===== src/motion_pkg.sv =====
// motion controller constants, state and command encodings
// assumes a single 100 MHz clock domain
package motion_pkg;
	localparam int unsigned CLK_HZ            = 100_000_000;
	localparam int unsigned UV_HOLD_S         = 15;
	localparam longint unsigned UV_HOLD_CYC   = longint'(UV_HOLD_S) * longint'(CLK_HZ);
	localparam int unsigned POS_W             = 16;
	localparam int unsigned SEC_W             = 11;
	localparam logic [10:0] SEC_POS_NONE      = 11'h400;
	localparam int unsigned SPD_W             = 4;

	// apb map
	localparam logic [7:0] ADDR_CMD           = 8'h00;
	localparam logic [7:0] ADDR_TARGET        = 8'h04;
	localparam logic [7:0] ADDR_SECPOS        = 8'h08;
	localparam logic [7:0] ADDR_PARAMS        = 8'h0C;
	localparam logic [7:0] ADDR_STATE         = 8'h10;
	localparam logic [7:0] ADDR_FLAGS         = 8'h14;
	localparam logic [7:0] ADDR_ACTPOS        = 8'h18;
	localparam logic [7:0] ADDR_SPEEDS        = 8'h1C;
	localparam logic [7:0] ADDR_CTRL          = 8'h20;

	localparam logic [POS_W-1:0] RST_POS      = 16'h0000;
	localparam logic [SEC_W-1:0] RST_SECPOS   = 11'h400;
	localparam logic [SPD_W-1:0] RST_TOP      = 4'h8;
	localparam logic [SPD_W-1:0] RST_FLOOR    = 4'h1;
	localparam logic [7:0] RST_RAMP           = 8'h10;

	typedef enum logic [3:0] {
		CMD_NONE, CMD_MOVE, CMD_MOVE_BRIEF, CMD_GO_SAFE, CMD_TWO_LEG, CMD_SOFT_STOP,
		CMD_HARD_STOP, CMD_SLEEP, CMD_READ_SHORT, CMD_READ_FULL, CMD_LOAD_PARAMS,
		CMD_RESET_POS, CMD_ASSIGN_ID
	} cmd_t;

	typedef enum logic [3:0] {
		ST_IDLE_POWERON, ST_STOPPED, ST_MOVING, ST_TWO_LEG, ST_RAMPED_HALT,
		ST_ABRUPT_HALT, ST_UV_HALT, ST_SHUTDOWN, ST_SLEEP
	} state_t;

	function automatic logic sec_valid(input logic [SEC_W-1:0] p);
		return p != SEC_POS_NONE;
	endfunction
endpackage : motion_pkg


===== src/motion_ctrl.sv =====
// stepper motion-state controller with apb register access
// assumes commands arrive as apb writes; analog faults arrive on pins
//
// The implementer's own choices: the APB interface to the registers and the register addresses.

// Overview of operation
// - leaving sleep reinitialises all controller state like power-on reset, except the two_leg_move parameter copy
// - after reset controller sits in idle_after_poweron before motion
// - two_leg_move uses its own parameter copy taken at sequence start
// - second leg forces ramp_profile_sel to one; stored value later
// - complete status during two_leg_move reports ram top and floor speed
// - sleep request set by timeout or sleep command, cleared by next command
// - shutdown held until thermal, hard fault, pump fail and undervoltage flags all clear
// - fault flags clear only on status read with conditions normal, except lost step, which any status read clears
// - parameters loaded in two_leg_move reach the speed outputs when two_leg_move ends; ram_shape applies at once
// - sleep while moving retargets to secure position if valid, else goes via ramped halt, stopped, then sleep
// - stopped with sleep request: sleep or move to secure position
// - secure_pos_valid is one unless secure position is 0x400
// - stop marker set leaving ramped or abrupt halt, cleared first edge in stopped
// - id assignment decoded except in sleep, no state change
// - stopped with position mismatch moves, lowest priority transition
// - lost step still allows moves; only status read clears it
// - doze_allowed zero blocks stopped to sleep
// - undervoltage over 15 s leads to undervolt halt or abrupt halt
module motion_ctrl
	import motion_pkg::*;
#(
	parameter longint unsigned UV_CYC = UV_HOLD_CYC
) (
	input  wire logic        pclk,
	input  wire logic        presetn,
	input  wire logic        psel,
	input  wire logic        penable,
	input  wire logic        pwrite,
	input  wire logic [7:0]  paddr,
	input  wire logic [31:0] pwdata,
	output logic      [31:0] prdata,
	output logic             pready,
	output logic             pslverr,
	input  wire logic        bus_timeout,
	input  wire logic        undervolt_pin,
	input  wire logic        thermal_pin,
	input  wire logic        coil_defect_pin,
	input  wire logic        pump_fail_pin,
	input  wire logic        motion_done,
	input  wire logic        step_tick,
	output logic             bridge_enable,
	output logic             ramp_profile_out,
	output logic [SPD_W-1:0] top_speed_out,
	output logic [SPD_W-1:0] floor_speed_out,
	output logic             id_assign_pulse
);
	logic uv_s;
	logic tsd_s;
	logic coil_s;
	logic pump_s;
	logic uv_long;

	sync3 u_uv   (.pclk(pclk), .presetn(presetn), .din(undervolt_pin),   .dout(uv_s));
	sync3 u_tsd  (.pclk(pclk), .presetn(presetn), .din(thermal_pin),     .dout(tsd_s));
	sync3 u_coil (.pclk(pclk), .presetn(presetn), .din(coil_defect_pin), .dout(coil_s));
	sync3 u_pump (.pclk(pclk), .presetn(presetn), .din(pump_fail_pin),   .dout(pump_s));
	hold_timer #(.HOLD_CYC(UV_CYC)) u_uvt (.pclk(pclk), .presetn(presetn), .level(uv_s), .expired(uv_long));

	state_t            state;
	logic              wake_rst;
	logic [POS_W-1:0]  act_pos;
	logic [POS_W-1:0]  tag_pos;
	logic [SEC_W-1:0]  sec_pos;
	logic [SPD_W-1:0]  ram_top;
	logic [SPD_W-1:0]  ram_floor;
	logic [7:0]        ram_ramp;
	logic              ram_shape;
	logic              doze_allowed;
	logic [SPD_W-1:0]  seq_top;
	logic [SPD_W-1:0]  seq_floor;
	logic [POS_W-1:0]  seq_pos2;
	logic              second_leg;
	logic              sleep_req;
	logic              stop_marker;
	logic              lost_step_flag;
	logic              thermal_off_flag;
	logic              hard_fault_flag;
	logic              pump_fail_flag;
	logic              uv_flag;
	logic              status_seen;

	wire apb_wr  = psel && penable && pwrite;
	wire apb_rd  = psel && penable && !pwrite;
	wire cmd_wr  = apb_wr && paddr == ADDR_CMD;
	wire cmd_t cmd = cmd_wr ? cmd_t'(pwdata[3:0]) : CMD_NONE;
	wire status_rd = cmd == CMD_READ_SHORT || cmd == CMD_READ_FULL;
	wire secure_pos_valid = sec_valid(sec_pos);
	wire [POS_W-1:0] sec_ext = {{(POS_W-SEC_W){sec_pos[SEC_W-1]}}, sec_pos};
	wire conds_ok = !tsd_s && !uv_s && !coil_s && !pump_s;
	wire is_moving = state == ST_MOVING || state == ST_TWO_LEG;
	wire mapped = paddr[1:0] == 2'b00 && paddr <= ADDR_CTRL;

	// leaving sleep behaves as power-on reset
	always_ff @(posedge pclk or negedge presetn) begin
		if (!presetn)
			wake_rst <= 1'b0;
		else
			wake_rst <= state == ST_SLEEP && cmd_wr;
	end

	// apb slave: zero wait states
	always_ff @(posedge pclk or negedge presetn) begin
		if (!presetn) begin
			pready  <= 1'b0;
			pslverr <= 1'b0;
			prdata  <= '0;
		end else begin
			pready  <= psel && !penable;
			pslverr <= psel && !penable && !mapped;
			prdata  <= '0;
			if (psel && !penable && !pwrite) begin
				case (paddr)
				ADDR_TARGET: prdata <= {16'h0000, tag_pos};
				ADDR_SECPOS: prdata <= {21'h0, sec_pos};
				ADDR_PARAMS: prdata <= {15'h0, ram_shape, ram_ramp, ram_floor, ram_top};
				ADDR_STATE:  prdata <= {28'h0000000, state};
				ADDR_FLAGS:  prdata <= {24'h000000, secure_pos_valid, uv_flag, pump_fail_flag,
					hard_fault_flag, thermal_off_flag, lost_step_flag, stop_marker, sleep_req};
				ADDR_ACTPOS: prdata <= {16'h0000, act_pos};
				ADDR_SPEEDS: prdata <= {24'h000000, ram_floor, ram_top};
				ADDR_CTRL:   prdata <= {31'h0, doze_allowed};
				default:     prdata <= '0;
				endcase
			end
		end
	end

	// ram parameters and secure position
	always_ff @(posedge pclk or negedge presetn) begin
		if (!presetn) begin
			sec_pos      <= RST_SECPOS;
			ram_top      <= RST_TOP;
			ram_floor    <= RST_FLOOR;
			ram_ramp     <= RST_RAMP;
			ram_shape    <= 1'b0;
			doze_allowed <= 1'b0;
		end else if (wake_rst) begin
			sec_pos      <= RST_SECPOS;
			ram_top      <= RST_TOP;
			ram_floor    <= RST_FLOOR;
			ram_ramp     <= RST_RAMP;
			ram_shape    <= 1'b0;
			doze_allowed <= 1'b0;
		end else if (apb_wr && state != ST_SLEEP) begin
			if (paddr == ADDR_SECPOS)
				sec_pos <= pwdata[SEC_W-1:0];
			if (paddr == ADDR_PARAMS) begin
				ram_top   <= pwdata[3:0];
				ram_floor <= pwdata[7:4];
				ram_ramp  <= pwdata[15:8];
				ram_shape <= pwdata[16];
			end
			if (paddr == ADDR_CTRL)
				doze_allowed <= pwdata[0];
		end
	end

	// two_leg_move private parameter set
	always_ff @(posedge pclk or negedge presetn) begin
		if (!presetn) begin
			seq_top   <= RST_TOP;
			seq_floor <= RST_FLOOR;
			seq_pos2  <= RST_POS;
		end else if (cmd == CMD_TWO_LEG && state == ST_STOPPED) begin
			seq_top   <= pwdata[15:12] != 4'h0 ? pwdata[15:12] : ram_top;
			seq_floor <= pwdata[11:8] != 4'h0 ? pwdata[11:8] : ram_floor;
			seq_pos2  <= pwdata[31:16];
		end
	end

	// outputs to the ramp generator
	always_ff @(posedge pclk or negedge presetn) begin
		if (!presetn) begin
			top_speed_out    <= RST_TOP;
			floor_speed_out  <= RST_FLOOR;
			ramp_profile_out <= 1'b0;
			bridge_enable    <= 1'b0;
		end else begin
			top_speed_out    <= state == ST_TWO_LEG ? seq_top : ram_top;
			floor_speed_out  <= state == ST_TWO_LEG ? seq_floor : ram_floor;
			ramp_profile_out <= (state == ST_TWO_LEG && second_leg) ? 1'b1 : ram_shape;
			bridge_enable    <= state != ST_SHUTDOWN && state != ST_SLEEP && state != ST_IDLE_POWERON;
		end
	end

	// id assignment decoded except in sleep, no state effect
	always_ff @(posedge pclk or negedge presetn) begin
		if (!presetn)
			id_assign_pulse <= 1'b0;
		else
			id_assign_pulse <= cmd == CMD_ASSIGN_ID && state != ST_SLEEP;
	end

	// sleep request flag
	always_ff @(posedge pclk or negedge presetn) begin
		if (!presetn)
			sleep_req <= 1'b0;
		else if (wake_rst)
			sleep_req <= 1'b0;
		else if (bus_timeout || cmd == CMD_SLEEP)
			sleep_req <= 1'b1;
		else if (cmd_wr)
			sleep_req <= 1'b0;
	end

	// fault flags: set wins, clear only via status read, with normal conditions needed for all but lost step
	always_ff @(posedge pclk or negedge presetn) begin
		if (!presetn) begin
			thermal_off_flag <= 1'b0;
			hard_fault_flag  <= 1'b0;
			pump_fail_flag   <= 1'b0;
			uv_flag          <= 1'b0;
			lost_step_flag   <= 1'b0;
			status_seen      <= 1'b0;
		end else if (wake_rst) begin
			thermal_off_flag <= 1'b0;
			hard_fault_flag  <= 1'b0;
			pump_fail_flag   <= 1'b0;
			uv_flag          <= 1'b0;
			lost_step_flag   <= 1'b0;
			status_seen      <= 1'b0;
		end else begin
			status_seen      <= status_rd;
			thermal_off_flag <= tsd_s || (thermal_off_flag && !(status_rd && conds_ok));
			hard_fault_flag  <= coil_s || (hard_fault_flag && !(status_rd && conds_ok));
			pump_fail_flag   <= pump_s || (pump_fail_flag && !(status_rd && conds_ok));
			uv_flag          <= uv_long || (uv_flag && !(status_rd && conds_ok));
			lost_step_flag   <= ((coil_s || pump_s) && (is_moving || state == ST_RAMPED_HALT))
				|| (lost_step_flag && !status_rd);
		end
	end

	// actual position follows the step generator toward target
	always_ff @(posedge pclk or negedge presetn) begin
		if (!presetn)
			act_pos <= RST_POS;
		else if (wake_rst || cmd == CMD_RESET_POS)
			act_pos <= RST_POS;
		else if (step_tick && act_pos != tag_pos && state != ST_SHUTDOWN)
			act_pos <= $signed(tag_pos) > $signed(act_pos) ? act_pos + 16'h0001 : act_pos - 16'h0001;
	end

	// main state machine with target position
	always_ff @(posedge pclk or negedge presetn) begin
		if (!presetn) begin
			state       <= ST_IDLE_POWERON;
			tag_pos     <= RST_POS;
			stop_marker <= 1'b0;
			second_leg  <= 1'b0;
		end else if (wake_rst) begin
			state       <= ST_IDLE_POWERON;
			tag_pos     <= RST_POS;
			stop_marker <= 1'b0;
			second_leg  <= 1'b0;
		end else begin
			case (state)
			ST_IDLE_POWERON: begin
				if (sleep_req && cmd == CMD_NONE)
					state <= ST_SLEEP;
				else if (cmd == CMD_MOVE || cmd == CMD_MOVE_BRIEF) begin
					tag_pos <= pwdata[31:16];
					state   <= ST_MOVING;
				end else if (cmd == CMD_GO_SAFE && secure_pos_valid) begin
					tag_pos <= sec_ext;
					state   <= ST_MOVING;
				end else if (cmd == CMD_RESET_POS)
					tag_pos <= RST_POS;
			end
			ST_STOPPED: begin
				stop_marker <= 1'b0;
				second_leg  <= 1'b0;
				if (tsd_s || thermal_off_flag || coil_s || hard_fault_flag)
					state <= ST_SHUTDOWN;
				else if (uv_long)
					state <= ST_UV_HALT;
				else if (sleep_req && cmd == CMD_NONE) begin
					if (!secure_pos_valid || act_pos == sec_ext || stop_marker) begin
						if (doze_allowed)
							state <= ST_SLEEP;
					end else begin
						tag_pos <= sec_ext;
						state   <= ST_MOVING;
					end
				end else if (cmd == CMD_MOVE || cmd == CMD_MOVE_BRIEF) begin
					tag_pos <= pwdata[31:16];
					state   <= ST_MOVING;
				end else if (cmd == CMD_GO_SAFE && secure_pos_valid) begin
					tag_pos <= sec_ext;
					state   <= ST_MOVING;
				end else if (cmd == CMD_TWO_LEG) begin
					tag_pos <= {{(POS_W-8){pwdata[7]}}, pwdata[7:0]};
					state   <= ST_TWO_LEG;
				end else if (cmd == CMD_RESET_POS)
					tag_pos <= RST_POS;
				else if (act_pos != tag_pos)
					state <= ST_MOVING;
			end
			ST_MOVING: begin
				if (coil_s || pump_s) begin
					state <= ST_ABRUPT_HALT;
				end else if (uv_long)
					state <= ST_UV_HALT;
				else if (tsd_s)
					state <= ST_RAMPED_HALT;
				else if (cmd == CMD_HARD_STOP)
					state <= ST_ABRUPT_HALT;
				else if (cmd == CMD_SOFT_STOP)
					state <= ST_RAMPED_HALT;
				else if (sleep_req && cmd == CMD_NONE) begin
					if (secure_pos_valid)
						tag_pos <= sec_ext;
					else
						state <= ST_RAMPED_HALT;
				end else if (cmd == CMD_MOVE || cmd == CMD_MOVE_BRIEF)
					tag_pos <= pwdata[31:16];
				else if (cmd == CMD_GO_SAFE && secure_pos_valid)
					tag_pos <= sec_ext;
				else if (motion_done && act_pos == tag_pos)
					state <= ST_STOPPED;
			end
			ST_TWO_LEG: begin
				if (coil_s || pump_s || uv_long || cmd == CMD_HARD_STOP)
					state <= ST_ABRUPT_HALT;
				else if (tsd_s)
					state <= ST_RAMPED_HALT;
				else if (motion_done && act_pos == tag_pos) begin
					if (second_leg)
						state <= ST_STOPPED;
					else begin
						second_leg <= 1'b1;
						tag_pos    <= seq_pos2;
					end
				end
			end
			ST_RAMPED_HALT: begin
				if (coil_s || pump_s)
					state <= ST_ABRUPT_HALT;
				else if (uv_long)
					state <= ST_UV_HALT;
				else if (motion_done) begin
					tag_pos     <= act_pos;
					stop_marker <= 1'b1;
					state       <= ST_STOPPED;
				end
			end
			ST_ABRUPT_HALT: begin
				if (motion_done) begin
					tag_pos     <= act_pos;
					stop_marker <= 1'b1;
					state       <= ST_STOPPED;
				end
			end
			ST_UV_HALT: begin
				tag_pos <= act_pos;
				if (coil_s)
					state <= ST_SHUTDOWN;
				else if (tsd_s)
					state <= ST_SHUTDOWN;
				else if (!uv_s)
					state <= ST_STOPPED;
			end
			ST_SHUTDOWN: begin
				tag_pos <= act_pos;
				if (!thermal_off_flag && !hard_fault_flag && !uv_flag && !pump_fail_flag)
					state <= ST_STOPPED;
			end
			ST_SLEEP: ;
			default: state <= ST_IDLE_POWERON;
			endcase
		end
	end
endmodule : motion_ctrl


===== src/sync3.sv =====
// three-stage synchroniser, change accepted when stages 2 and 3 agree
// assumes an asynchronous pin input
module sync3
	import motion_pkg::*;
(
	input  wire logic pclk,
	input  wire logic presetn,
	input  wire logic din,
	output logic      dout
);
	logic s1;
	logic s2;
	logic s3;

	always_ff @(posedge pclk or negedge presetn) begin
		if (!presetn) begin
			s1 <= 1'b0;
			s2 <= 1'b0;
			s3 <= 1'b0;
		end else begin
			s1 <= din;
			s2 <= s1;
			s3 <= s2;
		end
	end

	always_ff @(posedge pclk or negedge presetn) begin
		if (!presetn)
			dout <= 1'b0;
		else if (s2 == s3)
			dout <= s3;
	end
endmodule : sync3


===== src/hold_timer.sv =====
// counts how long a level stays high, flags once the hold time passes
// assumes a synchronised level input
module hold_timer
	import motion_pkg::*;
#(
	parameter longint unsigned HOLD_CYC = UV_HOLD_CYC
) (
	input  wire logic pclk,
	input  wire logic presetn,
	input  wire logic level,
	output logic      expired
);
	logic [40:0] cnt;

	always_ff @(posedge pclk or negedge presetn) begin
		if (!presetn) begin
			cnt     <= '0;
			expired <= 1'b0;
		end else if (!level) begin
			cnt     <= '0;
			expired <= 1'b0;
		end else if (cnt >= HOLD_CYC[40:0]) begin
			expired <= 1'b1;
		end else begin
			cnt <= cnt + 41'd1;
		end
	end
endmodule : hold_timer


===== config.mk =====
export PLATFORM = sky130hd
export DESIGN_NAME = motion_ctrl
export DESIGN_NICKNAME = d
export VERILOG_FILES = /design/src/motion_pkg.sv /design/src/motion_ctrl.sv /design/src/sync3.sv /design/src/hold_timer.sv
export SDC_FILE = /design/constraint.sdc
export NUM_CORES = 1
export LEC_CHECK = 0
export BUFFER_PORTS_ARGS = -buffer_cell sky130_fd_sc_hd__buf_2
export CORE_MARGIN = 10
export CORE_UTILIZATION = 65
export CTS_CLUSTER_SIZE = 30
export DETAILED_ROUTE_END_ITERATION = 16
export GPL_TIMING_DRIVEN = 0
export PLACE_DENSITY = 0.95
export SYNTH_ARGS = -nofsm -noshare
export SYNTH_HDL_FRONTEND = slang
export SYNTH_HIERARCHICAL = 1
export SYNTH_SLANG_ARGS = --single-unit

===== constraint.sdc =====
create_clock -name pclk -period 9.3 [get_ports pclk]
set_input_delay 2.325 -clock pclk [delete_from_list [all_inputs] [get_ports pclk]]
set_output_delay 2.325 -clock pclk [all_outputs]
set_load 0.02 [all_outputs]

==> run metrics <==
cts repair resizes 0; Fmax 189 MHz; Clock Skew 0.0102 ns; Worst VDD drop 0.346 mV; Die Area 22900 µm²; crit path cell chain clkbuf_1 > nor4_1 > nand3_1 > o21a_1 > clkbuf_1 > nand2_1 > and3_1 > nand3_2 > buf_2 > nor4_1 > a21o_1; WP depth 11; most common flop cell mapped by yosys dfrtp_1; kind of critical path input port to register; Mean Syn Cell Area 8.89 µm²; final wirelength 38600 µm; routed wire length per instance 24.0 µm; gr ovfl total 0; placed wire-length estimate 28100 µm; core area 16800 µm²; hold_buf cts 0; max-slew violations 0; static leakage 5.54 nW; CP bufs+invs 3; ANT nets after route 0; initial DRC count 1486; WP data required 9.69 ns; Remaining DRCs 0; Fin Hold WS 0.370 ns; # rows 47; Crit path max-delay family simple AND/OR/NAND/NOR gates; io pins 97; largest net degree at the start of global routing 98; Reg clk slew, reported paths 0.08 ns; cell depth of the worst hold path 0; via count 11200; Root Buffer clkbuf_16; Tot Pwr 3.12 mW; Vias/cell 6.95; Hold Fails Final Rpt 0; clock sinks 186; Ys Warns 6; I/O Buffers 78; placed inst area 12000 µm²; CTS tree yes; design area 12600 µm²; NumNets Final 1461; register area share after synthesis 0.416; H-tree depth 4; # setup viols final 0; EDFF count, synth 0; Area Growth Syn to Fin 12.1%; Critical Path End Type register; post-CTS setup buffer count 0; R2R depth 16; total track usage 0.334; CP Launch Type input port; max-cap check violation count 0; Worst slew margin 0.240; min-delay worst type register to register; first-pass GRT wire length 59300 µm; TritonCTS Buffers 17; Synth Register Bits 186; Mapped Cells 1262; share of layout cells above drive strength 1 0.142; Unique masters post-synth 85; CTS Buffer Depth 2; period utilization 0.570; worst-path fanout max 10; Post-synth ARST share 1.00; post-place setup slack 3.71 ns; Detailed Routing Iterations Pass 1 7; WP data arrival 5.69 ns; number of global-route vias before repair 10500; antenna violations before repair 0; Die Y-Extent 151 µm; GP Congestion 1.04; worst-margin pin slew 1.13 ns; RSZ-0062 raised after global routing false; Largest stage delay, worst path 0.88 ns; Final min period 5.30 ns; Ant. Diodes 0; Mapped Area 11200 µm²; post-route setup TNS 0 ns; Die X 151 µm; pwr/cell area 248 nW/µm²; status complete, no violations; CP max-delay cell nor4_1; worst setup margin 4.00 ns; starting density of the core 0.669; Clock Latency Late Sink 0.45 ns
## power by group
part	internal, mW	switching, mW	total, mW
combinational	0.565	0.737	1.30
sequential	0.896	0.183	1.08
clock	0.405	0.330	0.735
total	1.87	1.25	3.12
## cells in the final DEF, fill, tap and decap left out, types with 36 or more instances in the layout
master    instances
a21oi_1         105
buf_2            82
clkbuf_1         68
dfrtp_1         178
inv_1            36
nand2_1         165
nor2_1           89
nor3_1           39
o21ai_0          53
## registers in the layout, summed over array words and instances, names as in the netlist, 4 cells and up
register / flops
act_pos: 16
seq_pos2: 16
seq_floor: 4
ram_ramp: 8
floor_speed_out: 4
u_uvt/cnt: 41
ram_top: 4
prdata: 17
seq_top: 4
tag_pos: 16
sec_pos: 11
top_speed_out: 4
ram_floor: 4
state: 4
## final cells by class
class	instances	area, µm²
Fill cell	1172	4190
Multi-Input combinational cell	962	6060
Tap cell	220	275
Sequential cell	186	4660
Inverter	36	135
Clock inverter	12	140
Buffer	92	419
Clock buffer	19	443
Timing Repair Buffer	79	428
## cell usage after synthesis (4+ instances only)
cell type / count / share of area
a31oi_1: 11 / 0.0061
o2bb2ai_1: 7 / 0.0055
clkbuf_1: 67 / 0.022
inv_1: 36 / 0.012
o211ai_1: 15 / 0.010
o21a_1: 14 / 0.0094
nand2_1: 165 / 0.055
nor3_1: 39 / 0.017
a22oi_1: 20 / 0.013
dfrtp_1: 178 / 0.40
a221oi_1: 12 / 0.0094
nor4b_1: 4 / 0.0031
o21ai_1: 17 / 0.0076
maj3_2: 4 / 0.0040
a21o_1: 9 / 0.0060
a21oi_1: 105 / 0.047
or4_1: 11 / 0.0074
o2111ai_1: 6 / 0.0047
or2_2: 4 / 0.0022
xor2_1: 20 / 0.016
o21ai_0: 53 / 0.024
buf_2: 5 / 0.0022
a211oi_1: 14 / 0.0094
o41ai_1: 6 / 0.0047
nor2_1: 89 / 0.030
a221o_1: 13 / 0.012
and3_1: 20 / 0.011
nand2b_1: 21 / 0.012
ha_1: 34 / 0.038
mux2_2: 32 / 0.032
a222oi_1: 8 / 0.0071
mux2i_1: 10 / 0.0089
or3_1: 11 / 0.0061
and2_1: 11 / 0.0061
buf_4: 16 / 0.011
dfstp_2: 8 / 0.019
a32o_1: 4 / 0.0036
nand3_1: 34 / 0.015
nand4_1: 17 / 0.0095
a32oi_1: 4 / 0.0031
xnor2_1: 14 / 0.011
nor4_1: 27 / 0.015
## layer usage
| layer | global-route usage | wire length [µm] | up-vias | part of all wire |
|---|---|---|---|---|
| met3 | 0.0656 | 4530 | 149 | 0.12 |
| met4 | 0.125 | 1510 | 0 | 0.039 |
| met1 | 0.453 | 15100 | 5335 | 0.39 |
| met5 | 0 | 0 | - | 0 |
| li1 | - | - | 4851 | - |
| met2 | 0.519 | 17400 | 820 | 0.45 |
## worst paths after layout
kind	slack (ns)	startpoint	end
worst min register to register	0.37	u_coil/s1	u_coil/s2
min in group asynchronous	1.86	presetn	id_assign_pulse
worst max register to register	4.73	act_pos[9]	act_pos[15]
worst min-delay path	0.37	u_coil/s1	u_coil/s2
worst max-delay path	4.00	paddr[3]	tag_pos[8]
max in group asynchronous	6.54	presetn	u_coil/s2
## metrics by stage
stage	util	std cells
floorplan	-	1276
global placement	0.712	1574
detailed placement	0.715	1575
CTS	0.750	1606
global route	0.750	1606
finish	0.750	1606
## kinds of logic (layout without fill, tap and decap cells)
| group | count (synthesis) | in the layout | share of synthesized area |
|---|---|---|---|
| buf+inv | 128 | 238 | 0.0494 |
| xor+xnor | 34 | 34 | 0.0265 |
| simple gates | 476 | 476 | 0.207 |
| flops | 186 | 186 | 0.416 |
| compound gates | 356 | 356 | 0.216 |
| fa+ha+maj | 39 | 39 | 0.0437 |
| other cells | 1 | 15 | 0.000334 |
| mux | 42 | 42 | 0.0410 |
Power figures use the tool's default switching activity.
